**src/rtl/l2rda_pkg.sv**
```systemverilog
// Purpose: Shared constants, types and helpers for the second-level cache RAM debug access.
// Assumes: Location words are 32 bits wide; cache indices are kept as 17-bit values [16:0].
// Notes:   Index bits [5:0] are never used by the cache and always hold zero.

package l2rda_pkg;

  // ---------------------------------------------------------------------------
  // Location word layout
  // ---------------------------------------------------------------------------
  localparam int         LOC_W          = 32;     // Width of the location operand.
  localparam int         SEL_LSB        = 24;     // Low bit of the RAM selector field.
  localparam logic [7:0] SEL_TAG        = 8'h10;  // Selector of the tag RAM.
  localparam logic [7:0] SEL_DATA       = 8'h11;  // Selector of the data RAM.
  localparam logic [7:0] SEL_VICTIM     = 8'h12;  // Selector of the victim RAM.
  localparam logic [7:0] SEL_TLB        = 8'h18;  // Selector of the translation-buffer RAM.
  localparam int         WAY_SMALL_LSB  = 18;     // Way field low bit, 512KB layouts and TLB.
  localparam int         WAY_LARGE_LSB  = 19;     // Way field low bit, 1MB layouts.
  localparam int         QUAD_LSB       = 4;      // Physical address [5:4] in data layouts.
  localparam logic [4:0] DATA_LARGE_FLIP = 5'h08; // Constant folded into 1MB data index [16:12].

  // ---------------------------------------------------------------------------
  // Widths and reset values
  // ---------------------------------------------------------------------------
  localparam int          WAYS       = 8;         // Ways in the cache.
  localparam int          IDX_W      = 17;        // Width of the index vector.
  localparam int          PA_W       = 40;        // Physical address width.
  localparam int          TAG_W      = 56;        // Width of a raw tag RAM entry.
  localparam int          TAG_META_LSB = 35;      // Raw tag: error code .. page attributes.
  localparam int          TAG_PTAG_LSB = 11;      // Raw tag: physical tag, 24 bits.
  localparam int          TAG_N_SMALL  = 34;      // Size constant n for 512KB.
  localparam int          TAG_N_LARGE  = 33;      // Size constant n for 1MB.
  localparam logic [63:0] WORD_RESET = 64'h0;     // Readback words after reset.

  // ---------------------------------------------------------------------------
  // Types
  // ---------------------------------------------------------------------------
  typedef enum logic [1:0] {
    L2RDA_TGT_TAG,
    L2RDA_TGT_DATA,
    L2RDA_TGT_VICTIM,
    L2RDA_TGT_TLB
  } l2rda_target_type;

  // Index hash that the fill path applies to a physical address.
  function automatic logic [IDX_W-1:0] pa_to_index(input logic [PA_W-1:0] pa,
                                                   input logic            size_large);
    logic [IDX_W-1:0] idx;
    idx = 17'h00000;
    if (size_large) begin
      idx[16:8] = pa[16:8] ^ pa[25:17];
    end else begin
      idx[15:8] = pa[15:8] ^ pa[23:16];
    end
    idx[7:6] = pa[7:6] ^ pa[11:10];
    return idx;
  endfunction

endpackage

```
**src/rtl/l2rda_location_decode.sv**
```systemverilog
// Purpose: Combinational decode of a debug location word into RAM, way, index and entry.
// Assumes: The cache size input is stable while a word is decoded.
// Notes:   Reserved bits of the word are never looked at.

`timescale 1ns/1ns

module l2rda_location_decode (
  input  wire logic [31:0]                 location_operand,
  input  wire logic                        size_large,
  output logic                             hit,
  output l2rda_pkg::l2rda_target_type      target,
  output logic [2:0]                       way,
  output logic [l2rda_pkg::IDX_W-1:0]      index,
  output logic [7:0]                       entry,
  output logic [1:0]                       quad
);

  // ---------------------------------------------------------------------------
  // Selector and layout decode
  // ---------------------------------------------------------------------------
  logic [7:0] sel;  // RAM selector field of the word.
  logic       is_data; // High for a data RAM location.

  assign sel     = location_operand[l2rda_pkg::SEL_LSB +: 8];
  assign is_data = (sel == l2rda_pkg::SEL_DATA);

  // The XOR terms are undone here so that the RAM sees a plain way and index.
  always_comb begin
    hit    = 1'b0;
    target = l2rda_pkg::L2RDA_TGT_TAG;
    way    = 3'h0;
    index  = 17'h00000;
    entry  = 8'h00;
    quad   = 2'h0;
    case (sel)
      l2rda_pkg::SEL_TAG, l2rda_pkg::SEL_DATA: begin
        hit    = 1'b1;
        target = is_data ? l2rda_pkg::L2RDA_TGT_DATA : l2rda_pkg::L2RDA_TGT_TAG;
        quad   = is_data ? location_operand[l2rda_pkg::QUAD_LSB +: 2] : 2'h0;
        if (!size_large) begin
          way          = location_operand[l2rda_pkg::WAY_SMALL_LSB +: 3];
          index[15:13] = location_operand[15:13];
          index[12:10] = location_operand[12:10] ^ way;
          index[9:8]   = location_operand[9:8];
          index[7:6]   = location_operand[7:6] ^ index[11:10] ^ way[1:0];
        end else begin
          // Only two way bits are carried; the lowest way bit reads as zero.
          way          = {location_operand[l2rda_pkg::WAY_LARGE_LSB +: 2], 1'b0};
          index[16:12] = location_operand[16:12] ^
                         (is_data ? l2rda_pkg::DATA_LARGE_FLIP : 5'h00);
          index[11:9]  = location_operand[11:9] ^ way;
          index[8]     = location_operand[8];
          index[7:6]   = location_operand[7:6] ^ index[11:10] ^ way[2:1];
        end
      end
      l2rda_pkg::SEL_VICTIM: begin
        hit         = 1'b1;
        target      = l2rda_pkg::L2RDA_TGT_VICTIM;
        index[16]   = ~location_operand[16];
        index[15:8] = location_operand[15:8];
        index[7:6]  = location_operand[7:6] ^ index[11:10];
      end
      l2rda_pkg::SEL_TLB: begin
        hit    = 1'b1;
        target = l2rda_pkg::L2RDA_TGT_TLB;
        way    = location_operand[l2rda_pkg::WAY_SMALL_LSB +: 3];
        entry  = location_operand[7:0];
      end
      default: begin
        // Unknown selector: no RAM is named.
        hit = 1'b0;
      end
    endcase
  end

endmodule

```
**src/rtl/l2rda_top.sv**
```systemverilog
// Purpose: Debug readback of the second-level cache RAMs into three 64-bit words.
// Assumes: Requests and RAM replies come from logic on clk; the RAM answers each read once.
// Notes:   Victim and translation entries are returned raw, without field formatting.

`timescale 1ns/1ns

module l2rda_top (
  input  wire logic                               clk,
  input  wire logic                               rst_n,
  input  wire logic                               ce,
  input  wire logic                               cfg_size_large,
  input  wire logic                               cfg_granule_256,
  input  wire logic                               req_valid,
  input  wire logic [l2rda_pkg::LOC_W-1:0]        location_operand,
  output logic                                    busy,
  output logic                                    done,
  output logic                                    access_fault,
  output logic                                    ram_rd_en,
  output l2rda_pkg::l2rda_target_type             ram_target,
  output logic [2:0]                              ram_way,
  output logic [l2rda_pkg::IDX_W-1:0]             ram_index,
  output logic [7:0]                              ram_entry,
  output logic [1:0]                              ram_quad,
  input  wire logic                               ram_rd_valid,
  input  wire logic [l2rda_pkg::TAG_W-1:0]        ram_tag_entry,
  input  wire logic [127:0]                       ram_data,
  input  wire logic [9:0]                         ram_ecc,
  input  wire logic [1:0]                         ram_poison,
  input  wire logic [3:0]                         ram_mte_tags,
  input  wire logic [l2rda_pkg::PA_W-1:0]         lookup_address,
  output logic [l2rda_pkg::IDX_W-1:0]             lookup_index,
  output logic [63:0]                             ram_readback_word0,
  output logic [63:0]                             ram_readback_word1,
  output logic [63:0]                             ram_readback_word2
);

  // ---------------------------------------------------------------------------
  // State
  // ---------------------------------------------------------------------------
  typedef enum logic [0:0] {
    L2RDA_IDLE,
    L2RDA_WAIT
  } l2rda_phase_type;

  // Every flip-flop of the block lives in this one record.
  typedef struct packed {
    l2rda_phase_type                phase;        // Access sequencer phase.
    logic                           busy;         // Access in flight.
    logic                           done;         // One-cycle completion pulse.
    logic                           fault;        // Last request had a bad selector.
    logic                           rd_en;        // One-cycle RAM read strobe.
    logic                           size_large;   // Cache size caught at the request.
    logic                           granule_256;  // Protection granule caught at the request.
    l2rda_pkg::l2rda_target_type    target;       // RAM being read.
    logic [2:0]                     way;          // Way of the access.
    logic [l2rda_pkg::IDX_W-1:0]    index;        // Set index of the access.
    logic [7:0]                     entry;        // Translation-buffer entry.
    logic [1:0]                     quad;         // Quad-word within the line.
    logic [l2rda_pkg::IDX_W-1:0]    lookup_index; // Hashed index of the lookup address.
    logic [63:0]                    word0;        // Readback word 0.
    logic [63:0]                    word1;        // Readback word 1.
    logic [63:0]                    word2;        // Readback word 2.
  } l2rda_regs_type;

  l2rda_regs_type regs;       // Registered state.
  l2rda_regs_type next_regs;  // Next state.

  // ---------------------------------------------------------------------------
  // Location decode
  // ---------------------------------------------------------------------------
  logic                           dec_hit;     // Selector names a RAM.
  l2rda_pkg::l2rda_target_type    dec_target;  // Decoded RAM.
  logic [2:0]                     dec_way;     // Decoded way.
  logic [l2rda_pkg::IDX_W-1:0]    dec_index;   // Decoded index.
  logic [7:0]                     dec_entry;   // Decoded entry.
  logic [1:0]                     dec_quad;    // Decoded quad-word.

  // Decoding against the live size input is safe: it is caught in the same cycle.
  l2rda_location_decode u_decode (
    .location_operand (location_operand),
    .size_large       (cfg_size_large),
    .hit              (dec_hit),
    .target           (dec_target),
    .way              (dec_way),
    .index            (dec_index),
    .entry            (dec_entry),
    .quad             (dec_quad)
  );

  // ---------------------------------------------------------------------------
  // Readback formatting
  // ---------------------------------------------------------------------------
  // Places a raw tag entry into word 0; the upper fields move by one bit with size.
  function automatic logic [63:0] format_tag(input logic [l2rda_pkg::TAG_W-1:0] raw,
                                             input logic                        size_large);
    logic [20:0] meta;
    logic [23:0] ptag;
    logic [10:0] low;
    meta = raw[l2rda_pkg::TAG_META_LSB +: 21];
    ptag = raw[l2rda_pkg::TAG_PTAG_LSB +: 24];
    // Bit 9 is reserved and reads zero; coherence and tag state pass as stored.
    low  = {raw[10], 1'b0, raw[8:0]};
    if (size_large) begin
      // n = 33: physical tag [39:17] in [33:11], fields from bit 34 up.
      format_tag = {9'h000, meta, ptag[22:0], low};
    end else begin
      // n = 34: physical tag [39:16] in [34:11], fields from bit 35 up.
      format_tag = {8'h00, meta, ptag, low};
    end
  endfunction

  // Builds data word 2 from the protection code, poison and memory tags.
  function automatic logic [63:0] format_protect(input logic [9:0] ecc,
                                                 input logic [1:0] poison,
                                                 input logic [3:0] tags,
                                                 input logic       granule_256,
                                                 input logic       odd_quad);
    logic [4:0] ecc_half;
    // The second half of a 256-bit code belongs to the upper quad-word.
    ecc_half = odd_quad ? ecc[9:5] : ecc[4:0];
    if (granule_256) begin
      format_protect = {53'h0, ecc_half, poison, tags};
    end else begin
      format_protect = {49'h0, ecc[8:0], poison, tags};
    end
  endfunction

  // ---------------------------------------------------------------------------
  // Next-state logic
  // ---------------------------------------------------------------------------
  // Requests are taken only in IDLE; one arriving while busy is dropped on purpose,
  // since the core issues the next debug instruction only after done.
  always_comb begin
    next_regs       = regs;
    next_regs.done  = 1'b0;
    next_regs.rd_en = 1'b0;
    // The fill-path hash runs every cycle, independent of debug accesses.
    next_regs.lookup_index = l2rda_pkg::pa_to_index(lookup_address,
                                                    cfg_size_large);
    case (regs.phase)
      L2RDA_IDLE: begin
        if (req_valid) begin
          next_regs.size_large  = cfg_size_large;
          next_regs.granule_256 = cfg_granule_256;
          if (dec_hit) begin
            next_regs.rd_en  = 1'b1;
            next_regs.busy   = 1'b1;
            next_regs.fault  = 1'b0;
            next_regs.target = dec_target;
            next_regs.way    = dec_way;
            next_regs.index  = dec_index;
            next_regs.entry  = dec_entry;
            next_regs.quad   = dec_quad;
            next_regs.phase  = L2RDA_WAIT;
          end else begin
            // No RAM is read; the words keep the last result.
            next_regs.fault = 1'b1;
            next_regs.done  = 1'b1;
          end
        end
      end
      L2RDA_WAIT: begin
        if (ram_rd_valid) begin
          next_regs.busy  = 1'b0;
          next_regs.done  = 1'b1;
          next_regs.phase = L2RDA_IDLE;
          case (regs.target)
            l2rda_pkg::L2RDA_TGT_TAG: begin
              next_regs.word0 = format_tag(ram_tag_entry, regs.size_large);
              next_regs.word1 = 64'h0;
              next_regs.word2 = 64'h0;
            end
            l2rda_pkg::L2RDA_TGT_DATA: begin
              next_regs.word0 = ram_data[63:0];
              next_regs.word1 = ram_data[127:64];
              next_regs.word2 = format_protect(ram_ecc, ram_poison, ram_mte_tags,
                                               regs.granule_256, regs.quad[0]);
            end
            l2rda_pkg::L2RDA_TGT_VICTIM: begin
              // Victim entries fit one word and are passed unformatted.
              next_regs.word0 = ram_data[63:0];
              next_regs.word1 = 64'h0;
              next_regs.word2 = 64'h0;
            end
            default: begin
              // Translation entries are passed unformatted across two words.
              next_regs.word0 = ram_data[63:0];
              next_regs.word1 = ram_data[127:64];
              next_regs.word2 = 64'h0;
            end
          endcase
        end
      end
      default: begin
        // Unreachable encoding: return to a clean idle.
        next_regs.phase = L2RDA_IDLE;
        next_regs.busy  = 1'b0;
      end
    endcase
  end

  // ---------------------------------------------------------------------------
  // State register
  // ---------------------------------------------------------------------------
  // Clock enable low freezes every bit, pulses included.
  always_ff @(posedge clk or negedge rst_n) begin
    if (!rst_n) begin
      regs.phase        <= L2RDA_IDLE;
      regs.busy         <= 1'b0;
      regs.done         <= 1'b0;
      regs.fault        <= 1'b0;
      regs.rd_en        <= 1'b0;
      regs.size_large   <= 1'b0;
      regs.granule_256  <= 1'b0;
      regs.target       <= l2rda_pkg::L2RDA_TGT_TAG;
      regs.way          <= 3'h0;
      regs.index        <= 17'h00000;
      regs.entry        <= 8'h00;
      regs.quad         <= 2'h0;
      regs.lookup_index <= 17'h00000;
      regs.word0        <= l2rda_pkg::WORD_RESET;
      regs.word1        <= l2rda_pkg::WORD_RESET;
      regs.word2        <= l2rda_pkg::WORD_RESET;
    end else if (ce) begin
      regs <= next_regs;
    end
  end

  // ---------------------------------------------------------------------------
  // Outputs
  // ---------------------------------------------------------------------------
  // All outputs are plain flip-flop taps.
  assign busy               = regs.busy;
  assign done               = regs.done;
  assign access_fault       = regs.fault;
  assign ram_rd_en          = regs.rd_en;
  assign ram_target         = regs.target;
  assign ram_way            = regs.way;
  assign ram_index          = regs.index;
  assign ram_entry          = regs.entry;
  assign ram_quad           = regs.quad;
  assign lookup_index       = regs.lookup_index;
  assign ram_readback_word0 = regs.word0;
  assign ram_readback_word1 = regs.word1;
  assign ram_readback_word2 = regs.word2;

endmodule

```
**config.mk**
```make
export PLATFORM = sky130hd
export DESIGN_NAME = l2rda_top
export DESIGN_NICKNAME = d
export VERILOG_FILES = /design/src/rtl/l2rda_pkg.sv /design/src/rtl/l2rda_location_decode.sv /design/src/rtl/l2rda_top.sv
export SDC_FILE = /design/constraint.sdc
export NUM_CORES = 1
export LEC_CHECK = 0
export BUFFER_PORTS_ARGS = -buffer_cell sky130_fd_sc_hd__buf_4
export CAP_MARGIN = 20
export CORE_AREA = 2 2 205 207
export CTS_CLUSTER_SIZE = 12
export DETAILED_ROUTE_END_ITERATION = 6
export DIE_AREA = 0 0 207 209
export GPL_TIMING_DRIVEN = 0
export MAX_ROUTING_LAYER = met4
export PLACE_DENSITY_LB_ADDON = 0.08
export REMOVE_ABC_BUFFERS = 1
export SYNTH_ARGS = -nofsm -noshare
export SYNTH_HDL_FRONTEND = slang
export SYNTH_SLANG_ARGS = --single-unit
```
**constraint.sdc**
```tcl
create_clock -name clk -period 3.2 [get_ports clk]
set_input_delay 0.64 -clock clk [delete_from_list [all_inputs] [get_ports clk]]
set_output_delay 0.64 -clock clk [all_outputs]
set_load 0.01 [all_outputs]
```
==> results of run 1 <==
## kinds of logic (layout without fill, tap and decap cells)
kind of cell | Yosys count | after routing
buffers and inverters | 308 | 483
AND/OR/NAND/NOR | 280 | 280
AO/OA/AOI/OAI | 209 | 209
flip-flops | 187 | 187
multiplexers | 79 | 79
XOR/XNOR | 13 | 13
adder cells (fa/ha/maj) | 1 | 1
other | 1 | 63
## through the flow
| step | power (mW) | instance area, sq um | hold slack (ns) | setup TNS [ns] | std cells |
|---|---|---|---|---|---|
| final | 6.15 | 13100 | 0.180 | 0 | 1854 |
| after global routing | 6.50 | 13100 | 0.227 | 0 | 1854 |
| after CTS | 6.30 | 13100 | 0.211 | 0 | 1851 |
| after detailed placement | 3.82 | 12400 | 0.471 | -0.596 | 1819 |
| after global placement | 3.80 | 12200 | 0.463 | -968.65 | 1812 |
| after floorplan | 3.09 | 8230 | 0.344 | -395.60 | 836 |
## cells in the mapped netlist (6+ instances only)
library cell  count
dfrtp_1         187
clkbuf_1         46
nor2_1           33
a22o_1           21
buf_4           242
o21ai_0         139
a22o_2            7
inv_1             6
xnor2_1          10
mux2i_1          70
a21oi_1          34
mux2_2            9
buf_2             7
nand2_1         216
## worst max-delay path, delay by kind of cell
family / cells / cell delay [ns]
buffers and inverters: 3 / 0.88
AO/OA/AOI/OAI: 1 / 0.23
AND/OR/NAND/NOR: 2 / 1.27
## power groups by stage
| stage | Sequential (mW) | Combinational [mW] | Clock (mW) |
|---|---|---|---|
| after floorplan | 2.74 | 0.352 | 0 |
| after global placement | 2.70 | 1.11 | 0 |
| after detailed placement | 2.66 | 1.15 | 0 |
| after CTS | 2.62 | 1.15 | 2.53 |
| after global routing | 2.64 | 1.24 | 2.62 |
| final | 2.62 | 1.12 | 2.41 |
## per-layer routing
layer  share of wire (%)  vias to the layer above  track usage [%]
met5                   0                        -                -
met4                 1.2                        0             4.31
met3                 7.3                       17             4.57
met2                  48                      259             21.9
met1                  44                     3468             18.0
li1                    -                     3714                -
## state kept, by name, indices dropped and copies added (netlist names)
signal	flops
access_fault	1
busy	1
done	1
lookup_index	11
ram_entry	8
ram_index	11
ram_quad	2
ram_rd_en	1
ram_readback_word0	64
ram_readback_word1	64
ram_readback_word2	15
ram_target	2
ram_way	3
regs	3
## how the worst max path moves through the flow
stage,from,endpoint,slack [ns],cells after the start
after CTS,ce,ram_readback_word2[3],0.39,6
after global placement,ce,ram_readback_word2[0],-8.03,4
after detailed placement,ce,ram_readback_word2[2],-0.11,6
final,ce,ram_readback_word2[1],0.52,6
after global routing,ce,ram_readback_word2[0],0.22,6
after floorplan,ce,ram_readback_word2[0],-3.46,3
## final cells by class
class                      count  area [sq um]  area share, %
tap                          539           674           5.16
timing repair buffer         445          3490           26.7
clock buffer                  18           429           3.28
sequential                   187          4680           35.8
antenna                        2          5.00         0.0383
clock inverter                14           215           1.65
multi-input combinational    643          3550           27.2
inverter                       6          22.5          0.172
==> results.rst, run 1 <==
.. list-table::
   :header-rows: 1

   * - Metric
     - Value
   * - Design internal power
     - between 4 and 5 mW
   * - Main combinational cell family by area after synthesis
     - buffers and inverters
   * - Flop and latch count out of synthesis
     - about 190
   * - Initial antenna violation count
     - 2
   * - Vertical extent of the die
     - about 210 um
   * - Average routed wire per standard cell
     - between 15 and 20 um
   * - Setup-violating endpoint count in the final report
     - 0
   * - Largest area contributor in the netlist
     - dfrtp_1
   * - Top FF cell, synth
     - dfrtp_1
   * - FF-to-FF Start
     - regs[247]
   * - Num Clock Sinks
     - 187
   * - Post-detailed-routing wire length
     - 30.4 mm
   * - Area of the core region
     - about 41000 sq um
   * - Endpoint of the worst-slack reg-to-reg timing path
     - ram_readback_word2[1]
   * - Bufs on Longest Clock Path
     - 2
   * - FF-to-FF path depth
     - 5
   * - CTS Buf Count
     - 17
   * - Static power due to leakage
     - ~6.5 nW
   * - Share of power burned in registers
     - ~43%
   * - Relative contribution of combinational cells to total power
     - a little under a fifth
   * - Normalized max-slew margin
     - around 33%
   * - Commonest non-fill, non-tap cell in the layout
     - buf_4
   * - Adder and majority gate portion of the synthesized area
     - less than 1%
   * - Most used cell, CP
     - buf_16
   * - Final core utilization
     - between 30% and 40%
   * - Pin slew with the least headroom to its limit
     - between 1 and 1.5 ns
   * - Synthesis warning total
     - 0
   * - Net switching share of the total power
     - ~27%
   * - CP endpoint kind
     - register
   * - Top-level I/O count
     - approximately 520
   * - Wire length of the first global-routing pass
     - roughly 46 mm
   * - Fmax achieved
     - 374 MHz
   * - Insertion delay to the later sink of the worst-skew pair
     - approximately 0.45 ns
   * - Final Critical Period
     - roughly 2.7 ns
   * - Share of the synthesized area in the top cell type
     - a little under half
   * - Gr usage total
     - between 10% and 20%
   * - DRC violations left
     - 0
   * - Final WS setup
     - around 0.52 ns
   * - Master of the slowest instance on the critical path
     - nor3b_1
   * - Distinct cell type count after synthesis
     - 45
   * - Simple-gate share of the synthesized area
     - a little under an eighth
   * - Area of the mapped netlist
     - around 10000 sq um
   * - Net switching power figure
     - between 1.5 and 2 mW
   * - Largest net degree at the start of global routing
     - 100
   * - Sequential cell area fraction in the yosys report
     - between 40% and 50%
   * - Post-synthesis async set-or-reset flop share
     - between 90% and 100%
   * - Result of the run
     - finished, final reports clean
   * - Post-synthesis mux area share
     - under 10%
   * - Final RePlAce weighted congestion
     - 0.728
   * - Area fraction in compound gates after synthesis
     - 12.0%
   * - H-tree depth reported by CTS
     - 4
   * - Gate Count Post-Synth
     - 1078
   * - Worst EP arrival
     - between 3 and 4 ns
   * - Clock share of power
     - between 30% and 40%
   * - Register clock-pin slew on the reported worst setup and hold paths
     - around 0.07 ns
   * - Initial core utilization
     - around 24%
   * - Die outline area
     - 43300 sq um
   * - CP cell instances
     - buf_4 -> nand3_4 -> buf_16 -> buf_16 -> nor3b_1 -> a22o_1
   * - Nets
     - 1579
   * - Final worst clock skew
     - approximately 0.0090 ns
   * - Number of design-rule violations left by the first detailed-router iteration
     - about 280
   * - Hold_buf cts
     - 0
   * - Critical Path RT
     - ~3.6 ns
   * - Max Cap Viol
     - 0
   * - Number of flops mapped to enable cells by yosys
     - 0
   * - Port bufs
     - 437
   * - R2R Setup Slk
     - between 0.5 and 0.6 ns
   * - Highest-count cells in the layout ignoring fill and taps
     - buf_4 (436), nand2_1 (216), dfrtp_1 (186)
   * - DP Wirelength
     - between 20 and 25 mm
   * - CTS tree
     - yes
   * - Max rail drop VDD
     - about 0.35 mV
   * - DRT antenna net count
     - 0
   * - Cell chosen for the clock root
     - clkbuf_16
   * - Power density of the placed cells
     - between 400 and 500 nW/um^2
   * - RSZ-0062 raised after global routing
     - no
   * - Xor and xnor area share after synthesis
     - under 10%
   * - Worst path max stage delay
     - between 0.7 and 0.8 ns
   * - CTS resizes
     - 0
   * - Average instance area after synthesis
     - 9.36 sq um
   * - Final hold violation count
     - 0
   * - Path type of the worst setup path
     - in2reg
   * - Placement Setup Slack
     - -0.106 ns
   * - Number of slew-limit violations in the final report
     - 0
   * - Signed area change from the synthesized netlist to the final layout
     - 29.5%
   * - Number of global-route vias before repair
     - between 7k and 8k
   * - Remaining global-route overflow
     - 0
   * - Worst min-delay path class
     - in2async
   * - Share of cells above drive strength 1
     - about two fifths
   * - Fill cell count
     - around 4.4k
   * - Standard-cell row count
     - 75
   * - Total setup buffers inserted after CTS
     - 0
   * - Die extent in x
     - between 200 and 250 um
   * - Critical Path Fanout Max
     - slightly above 80
   * - Share of the cycle needed by the critical path after routing
     - 83.6%
   * - Cell types occupying the most area after synthesis
     - dfrtp_1 (46%), buf_4 (18%), nand2_1 (8.0%), mux2i_1 (6.9%), o21ai_0 (6.9%)
   * - Detailed-router iteration count before antenna repair
     - 5
   * - Startpoint class of the critical path
     - primary input
   * - Vias
     - between 7k and 8k
   * - Post-detailed-route via-to-cell ratio
     - approximately 4.0
(Power assumes the default switching activity.)
==> run 2: changes to the inputs <==
ABC_AREA = 1   (was unset)
CORE_AREA = 2 2 206 208   (was 2 2 205 207)
DIE_AREA = 0 0 208 210   (was 0 0 207 209)
clock period = 2.15 ns   (was 3.2 ns; I/O delays follow)
==> run 2 against run 1 <==
Against the previous run: the flow now finishes with violations (negative hold slack); sequential power grew 58%; synthesized cell count increased by 14%; die area up 0.96%; clock skew barely moved.
==> results.rst, run 2 <==
.. list-table::
   :header-rows: 1

   * - Metric
     - Value
   * - Result of the run
     - finished with violations
   * - Failing checks
     - negative hold slack
   * - Gate Count Post-Synth
     - between 1k and 1.5k
   * - Port bufs
     - 437
   * - Worst EP arrival
     - between 2 and 2.5 ns
   * - Die outline area
     - 43700 sq um
   * - Power density of the placed cells
     - roughly 740 nW/um^2
   * - Leading cell types by count after synthesis
     - nand2_1 (325), buf_4 (243), dfrtp_1 (187)
   * - Number of flops mapped to enable cells by yosys
     - 0
   * - Number of design-rule violations left by the first detailed-router iteration
     - 430
   * - H-tree depth reported by CTS
     - 4
   * - Max Cap Viol
     - 0
   * - Commonest non-fill, non-tap cell in the layout
     - buf_4
   * - Average routed wire per standard cell
     - ~18 um
   * - Flop and latch count out of synthesis
     - approximately 190
   * - Initial antenna violation count
     - 3
   * - Standard-cell row count
     - 75
   * - Final core utilization
     - a little under a third
   * - Nets
     - roughly 1.7k
   * - Register clock-pin slew on the reported worst setup and hold paths
     - about 0.070 ns
   * - Gr usage total
     - between 15 and 20%
   * - Non-Filler Cell Area, Final
     - roughly 13000 sq um
   * - Number of slew-limit violations in the final report
     - 0
   * - Post-Layout Cell Count
     - between 2k and 2.5k
   * - Critical Path RT
     - 2.51 ns
   * - Average instance area after synthesis
     - about 8.2 sq um
   * - Bufs on Longest Clock Path
     - 2
   * - Post-synthesis async set-or-reset flop share
     - 100%
   * - DRC violations left
     - 0
   * - Worst min-delay path class
     - in2async
   * - Fill cell count
     - between 4k and 5k
   * - Sequential cell area fraction in the yosys report
     - a little under half
   * - Placed Area
     - between 10000 and 15000 sq um
   * - Critical Path Fanout Max
     - 16
   * - Wire length of the first global-routing pass
     - 52.4 mm
   * - Cell types occupying the most area after synthesis
     - dfrtp_1 (46%), buf_4 (18%), nand2_1 (12%), o21ai_0 (8.5%), nor2_1 (1.8%)
   * - Cell chosen for the clock root
     - clkbuf_16
   * - Setup-violating endpoint count in the final report
     - 0
   * - Pin slew with the least headroom to its limit
     - 0.812 ns
   * - Share of the cycle needed by the critical path after routing
     - between 80% and 90%
   * - Final hold violation count
     - 15
   * - Synthesis warning total
     - 0
   * - Top FF cell, synth
     - dfrtp_1
   * - Static power due to leakage
     - around 7 nW
   * - Multi-input gate area in the final layout
     - ~3500 sq um
   * - Final worst clock skew
     - 0.00882 ns
   * - DRT antenna net count
     - 0
   * - Remaining global-route overflow
     - 0
   * - Share of cells above drive strength 1
     - 34.4%
   * - Setup TNS
     - 0 ns
   * - Insertion delay to the later sink of the worst-skew pair
     - 0.46 ns
   * - DP Wirelength
     - between 20 and 25 mm
   * - Largest net degree at the start of global routing
     - 98
   * - Num Clock Sinks
     - between 150 and 200
   * - Number of global-route vias before repair
     - between 8k and 9k
   * - Area of the mapped netlist
     - 10100 sq um
   * - Flip-flop and latch area
     - 4680 sq um
   * - Normalized max-slew margin
     - about 46%
   * - Distinct cell type count after synthesis
     - 30
   * - Signed area change from the synthesized netlist to the final layout
     - 29.8%
   * - Detailed-router iteration count before antenna repair
     - 4
   * - Final RePlAce weighted congestion
     - ~0.79
   * - Top-level I/O count
     - between 500 and 600
   * - CTS Buf Count
     - 17
   * - CP endpoint kind
     - register
   * - Path type of the worst setup path
     - reg2reg
   * - Final Critical Period
     - 1.93 ns
   * - CTS tree
     - yes
   * - Library cell with the highest instance count after synthesis
     - nand2_1
   * - Placement Setup Slack
     - -0.257 ns
   * - Area of the core region
     - 41500 sq um
   * - Fmax achieved
     - about 520 MHz
   * - Largest area contributor in the netlist
     - dfrtp_1
   * - Initial core utilization
     - about a quarter
   * - Max rail drop VDD
     - between 0.4 and 0.5 mV
   * - Hold_buf cts
     - 0
   * - Highest-count cells in the layout ignoring fill and taps
     - buf_4 (438), nand2_1 (325), dfrtp_1 (184)
   * - Startpoint class of the critical path
     - register
   * - Share of the synthesized area in the top cell type
     - about 46%
   * - Overall power of the completed layout
     - 9.76 mW
   * - Vertical extent of the die
     - between 200 and 250 um
   * - RSZ-0062 raised after global routing
     - no
   * - Post-detailed-routing wire length
     - between 30 and 40 mm
   * - Die extent in x
     - 208 um
   * - Final WS setup
     - approximately 0.22 ns
   * - Vias
     - approximately 8.3k
   * - Post-detailed-route via-to-cell ratio
     - slightly above 4
   * - Cell Count Post-Placement
     - ~2.0k
   * - Worst hold slack after final layout
     - -0.0337 ns
-- run 2: cell types whose count changed after synthesis, sizes merged, moves of 5 or more --
cell,before,now
a22o,28,0
a2bb2oi,0,13
inv,6,45
mux2,9,0
mux2i,70,5
nand2,216,333
nand3,3,33
nor2,33,54
o211ai,0,5
o21ai,139,200
-- run 2: worst paths after layout --
path,from,to,slack (ns),cells after the start
max reg2reg,regs[247],ram_index[16],0.22,8
min in group clk,ram_data[63],ram_readback_word0[63],0.19,3
max,regs[247],ram_index[16],0.22,8
max in group asynchronous,rst_n,ram_readback_word0[33],1.20,2
min reg2reg,ram_readback_word2[2],ram_readback_word2[2],0.48,2
min,rst_n,ram_entry[0],-0.03,1
-- run 2: worst max-delay path: stages, from the launching register on --
cell and delay (ns):
dfrtp_2 0.49, inv_1 0.12, nand2_1 0.09, nor2_4 0.42, nand3_2 0.34, nand2_2 0.21
nand2_1 0.07, nand2_1 0.06, inv_1 0.03
-- run 2: repair_timing --
item	4_1_cts	5_1_grt
resized for setup	1	4
endpoints found under the setup margin	49	50
setup buffers	1	1
pin swaps	1	1
cloned	1	1
-- run 2: cells by family (layout without fill, tap and decap cells) --
group / Yosys count / after routing / share of synthesized area [%]
AO/OA/AOI/OAI: 255 / 255 / 13.2
XOR/XNOR: 15 / 15 / 1.29
buffers and inverters: 348 / 526 / 22.1
flip-flops: 187 / 187 / 46.1
multiplexers: 5 / 5 / 0.493
other: 1 / 64 / 0.0370
AND/OR/NAND/NOR: 423 / 425 / 16.7
-- run 2: layout make-up --
class | count | share of cell area [%]
antenna | 3 | 0.0570
multi-input combinational | 761 | 26.5
clock buffer | 21 | 3.65
sequential | 187 | 35.6
timing repair buffer | 448 | 26.8
tap | 539 | 5.12
clock inverter | 11 | 0.997
inverter | 46 | 1.35
-- run 2: power breakdown --
| group | total, mW | switching, mW | internal (mW) |
|---|---|---|---|
| logic | 2.19 | 1.11 | 1.08 |
| registers | 4.15 | 0.244 | 3.91 |
| clock network | 3.42 | 1.56 | 1.86 |
-- run 2: routing by layer --
layer  wire, um  vias to the layer above  global-route usage, %
met3       2600                       26                   5.77
li1           -                     4118                      -
met4        514                        0                   4.33
met5          0                        -                      -
met2      17000                      278                   25.7
met1      15300                     3868                   19.9
==> run 3: changes to the inputs <==
MAX_ROUTING_LAYER = unset   (was met4)
==> run 3 against run 2 <==
Against the previous run: largest cell class unchanged; die area stayed put; first-iteration DRC count is 4.9% lower; the run still ends with negative hold slack left; global-route usage is 0.49 points lower; via count is 0.25% higher; wire length is 0.14% higher; sequential share of layout area hardly changed.
==> results.rst, run 3 (synthesis results as in run 2) <==
.. list-table::
   :header-rows: 1

   * - Metric
     - Value
   * - Net switching power figure
     - between 2 and 3 mW
   * - Failing checks
     - negative hold slack
   * - DRC violations left
     - 0
   * - Wire length of the first global-routing pass
     - between 50 and 60 mm
   * - DRT antenna net count
     - 0
   * - Initial core utilization
     - 24.5%
   * - Worst hold slack after final layout
     - -0.0265 ns
   * - Vias
     - about 8.3k
   * - Vertical extent of the die
     - ~210 um
   * - Setup-violating endpoint count in the final report
     - 0
   * - Standard-cell row count
     - 75
   * - Number of design-rule violations left by the first detailed-router iteration
     - slightly above 400
   * - Bufs on Longest Clock Path
     - 2
   * - Multi-input gate area in the final layout
     - approximately 3500 sq um
   * - Critical Path Fanout Max
     - 16
   * - Critical Path End
     - ram_index[16]
   * - Flip-flop and latch area
     - 4680 sq um
   * - Share of the cycle needed by the critical path after routing
     - approximately nine tenths
   * - Share of cells above drive strength 1
     - about 34%
   * - Max Cap Viol
     - 0
   * - Post-detailed-route via-to-cell ratio
     - roughly 4.1
   * - Cell Count Post-Placement
     - approximately 2.0k
   * - Path type of the worst setup path
     - reg2reg
   * - Endpoint of the worst-slack reg-to-reg timing path
     - ram_index[16]
   * - Port bufs
     - around 440
   * - Detailed-router iteration count before antenna repair
     - 6
   * - CP endpoint kind
     - register
   * - Clock share of power
     - between 30% and 40%
   * - DP Wirelength
     - about 25 mm
   * - Overall power of the completed layout
     - 9.76 mW
   * - Commonest non-fill, non-tap cell in the layout
     - buf_4
   * - Fmax achieved
     - 521 MHz
   * - Die extent in x
     - 208 um
   * - Final core utilization
     - 31.7%
   * - Remaining global-route overflow
     - 0
   * - Net switching share of the total power
     - between 20% and 30%
   * - Fill cell count
     - 4548
   * - Highest-count cells in the layout ignoring fill and taps
     - buf_4 (438), nand2_1 (325), dfrtp_1 (184)
   * - Static power due to leakage
     - 6.96 nW
   * - Setup TNS
     - 0 ns
   * - Final Critical Period
     - 1.92 ns
   * - Number of slew-limit violations in the final report
     - 0
   * - Cell chosen for the clock root
     - clkbuf_16
   * - Largest net degree at the start of global routing
     - between 90 and 100
   * - Design internal power
     - 6.84 mW
   * - Post-detailed-routing wire length
     - between 30 and 40 mm
   * - Number of global-route vias before repair
     - between 8k and 9k
   * - RSZ-0062 raised after global routing
     - no
   * - Critical Path RT
     - 2.51 ns
   * - Relative contribution of combinational cells to total power
     - 22.5%
   * - Final worst clock skew
     - 0.0115 ns
   * - Non-Filler Cell Area, Final
     - approximately 13000 sq um
   * - Result of the run
     - finished with violations
   * - Normalized max-slew margin
     - approximately 46%
   * - CP Launch Point
     - regs[247]
   * - Final hold violation count
     - 15
   * - Area of the core region
     - around 41000 sq um
   * - Top-level I/O count
     - between 500 and 600
   * - Pin slew with the least headroom to its limit
     - around 0.81 ns
   * - Register clock-pin slew on the reported worst setup and hold paths
     - 0.07 ns
   * - Share of power burned in registers
     - 42.5%
   * - Insertion delay to the later sink of the worst-skew pair
     - 0.46 ns
   * - Final RePlAce weighted congestion
     - 0.775
   * - H-tree depth reported by CTS
     - 4
   * - Worst EP arrival
     - 2.28 ns
   * - R2R Setup Slk
     - between 0.2 and 0.25 ns
   * - Worst min-delay path class
     - in2async
   * - Average routed wire per standard cell
     - 17.6 um
   * - Power density of the placed cells
     - 741 nW/um^2
   * - Startpoint class of the critical path
     - register
   * - FF-to-FF Start
     - regs[247]
   * - Die outline area
     - approximately 44000 sq um
   * - Num Clock Sinks
     - 187
   * - Placed Area
     - between 10000 and 15000 sq um
   * - CTS Buf Count
     - 17
   * - FF-to-FF path depth
     - 8
   * - Post-Layout Cell Count
     - 2015
   * - Signed area change from the synthesized netlist to the final layout
     - 29.8%
   * - Initial antenna violation count
     - 3
   * - Max rail drop VDD
     - ~0.49 mV
   * - CTS tree
     - yes
   * - Gr usage total
     - between 10% and 20%
   * - Placement Setup Slack
     - -0.257 ns
   * - Nets
     - 1740
   * - Final WS setup
     - about 0.23 ns
## run 3: cell count changes in the layout (fill, tap and decap cells not counted)
cell	before	now
diode_2	3	2
## run 3: worst min path at each step
| stage | cells past startpoint | slack, ns | start | endpoint |
|---|---|---|---|---|
| after floorplan | 0 | 0.13 | rst_n | access_fault |
| after global placement | 2 | 0.46 | busy | busy |
| after detailed placement | 2 | 0.46 | ram_index[13] | ram_index[13] |
| after CTS | 1 | 0.008 | rst_n | ram_entry[0] |
| after global routing | 1 | -0.003 | rst_n | ram_entry[0] |
| final | 1 | -0.03 | rst_n | ram_entry[0] |
## run 3: metal layers
layer  track usage [%]  part of all wire, %
met1              19.7                   42
met2              25.7                   48
met3              6.06                  8.6
met4              4.33                  1.6
met5                 0                0.037
## run 3: power groups by stage
| stage | Clock, mW | Sequential (mW) | Combinational [mW] |
|---|---|---|---|
| after floorplan | 0 | 4.40 | 0.594 |
| after global placement | 0 | 4.25 | 2.14 |
| after detailed placement | 0 | 4.21 | 2.23 |
| after CTS | 3.59 | 4.15 | 2.24 |
| after global routing | 3.69 | 4.20 | 2.43 |
| final | 3.42 | 4.15 | 2.19 |
## run 3: cell type report
class,instances,share of cell area [%]
Antenna cell,2,0.0380
Clock inverter,11,0.998
Tap cell,539,5.12
Inverter,46,1.35
Sequential cell,187,35.6
Timing Repair Buffer,448,26.8
Multi-Input combinational cell,761,26.5
Clock buffer,21,3.65
## run 3: what timing repair did
| item | CTS | global route |
|---|---|---|
| cloned | 1 | 1 |
| endpoints found under the setup margin | 49 | 48 |
| resized for setup | 1 | 4 |
| pin swaps | 1 | 1 |
| hold buffers | 0 | 0 |
| buffers inserted | 1 | 1 |
## run 3: worst max-delay path: stages, from the launching register on
cell and delay [ns]:
dfrtp_2 0.49, inv_1 0.12, nand2_1 0.09, nor2_4 0.41, nand3_2 0.34, nand2_2 0.20, nand2_1 0.07, nand2_1 0.05
inv_1 0.03
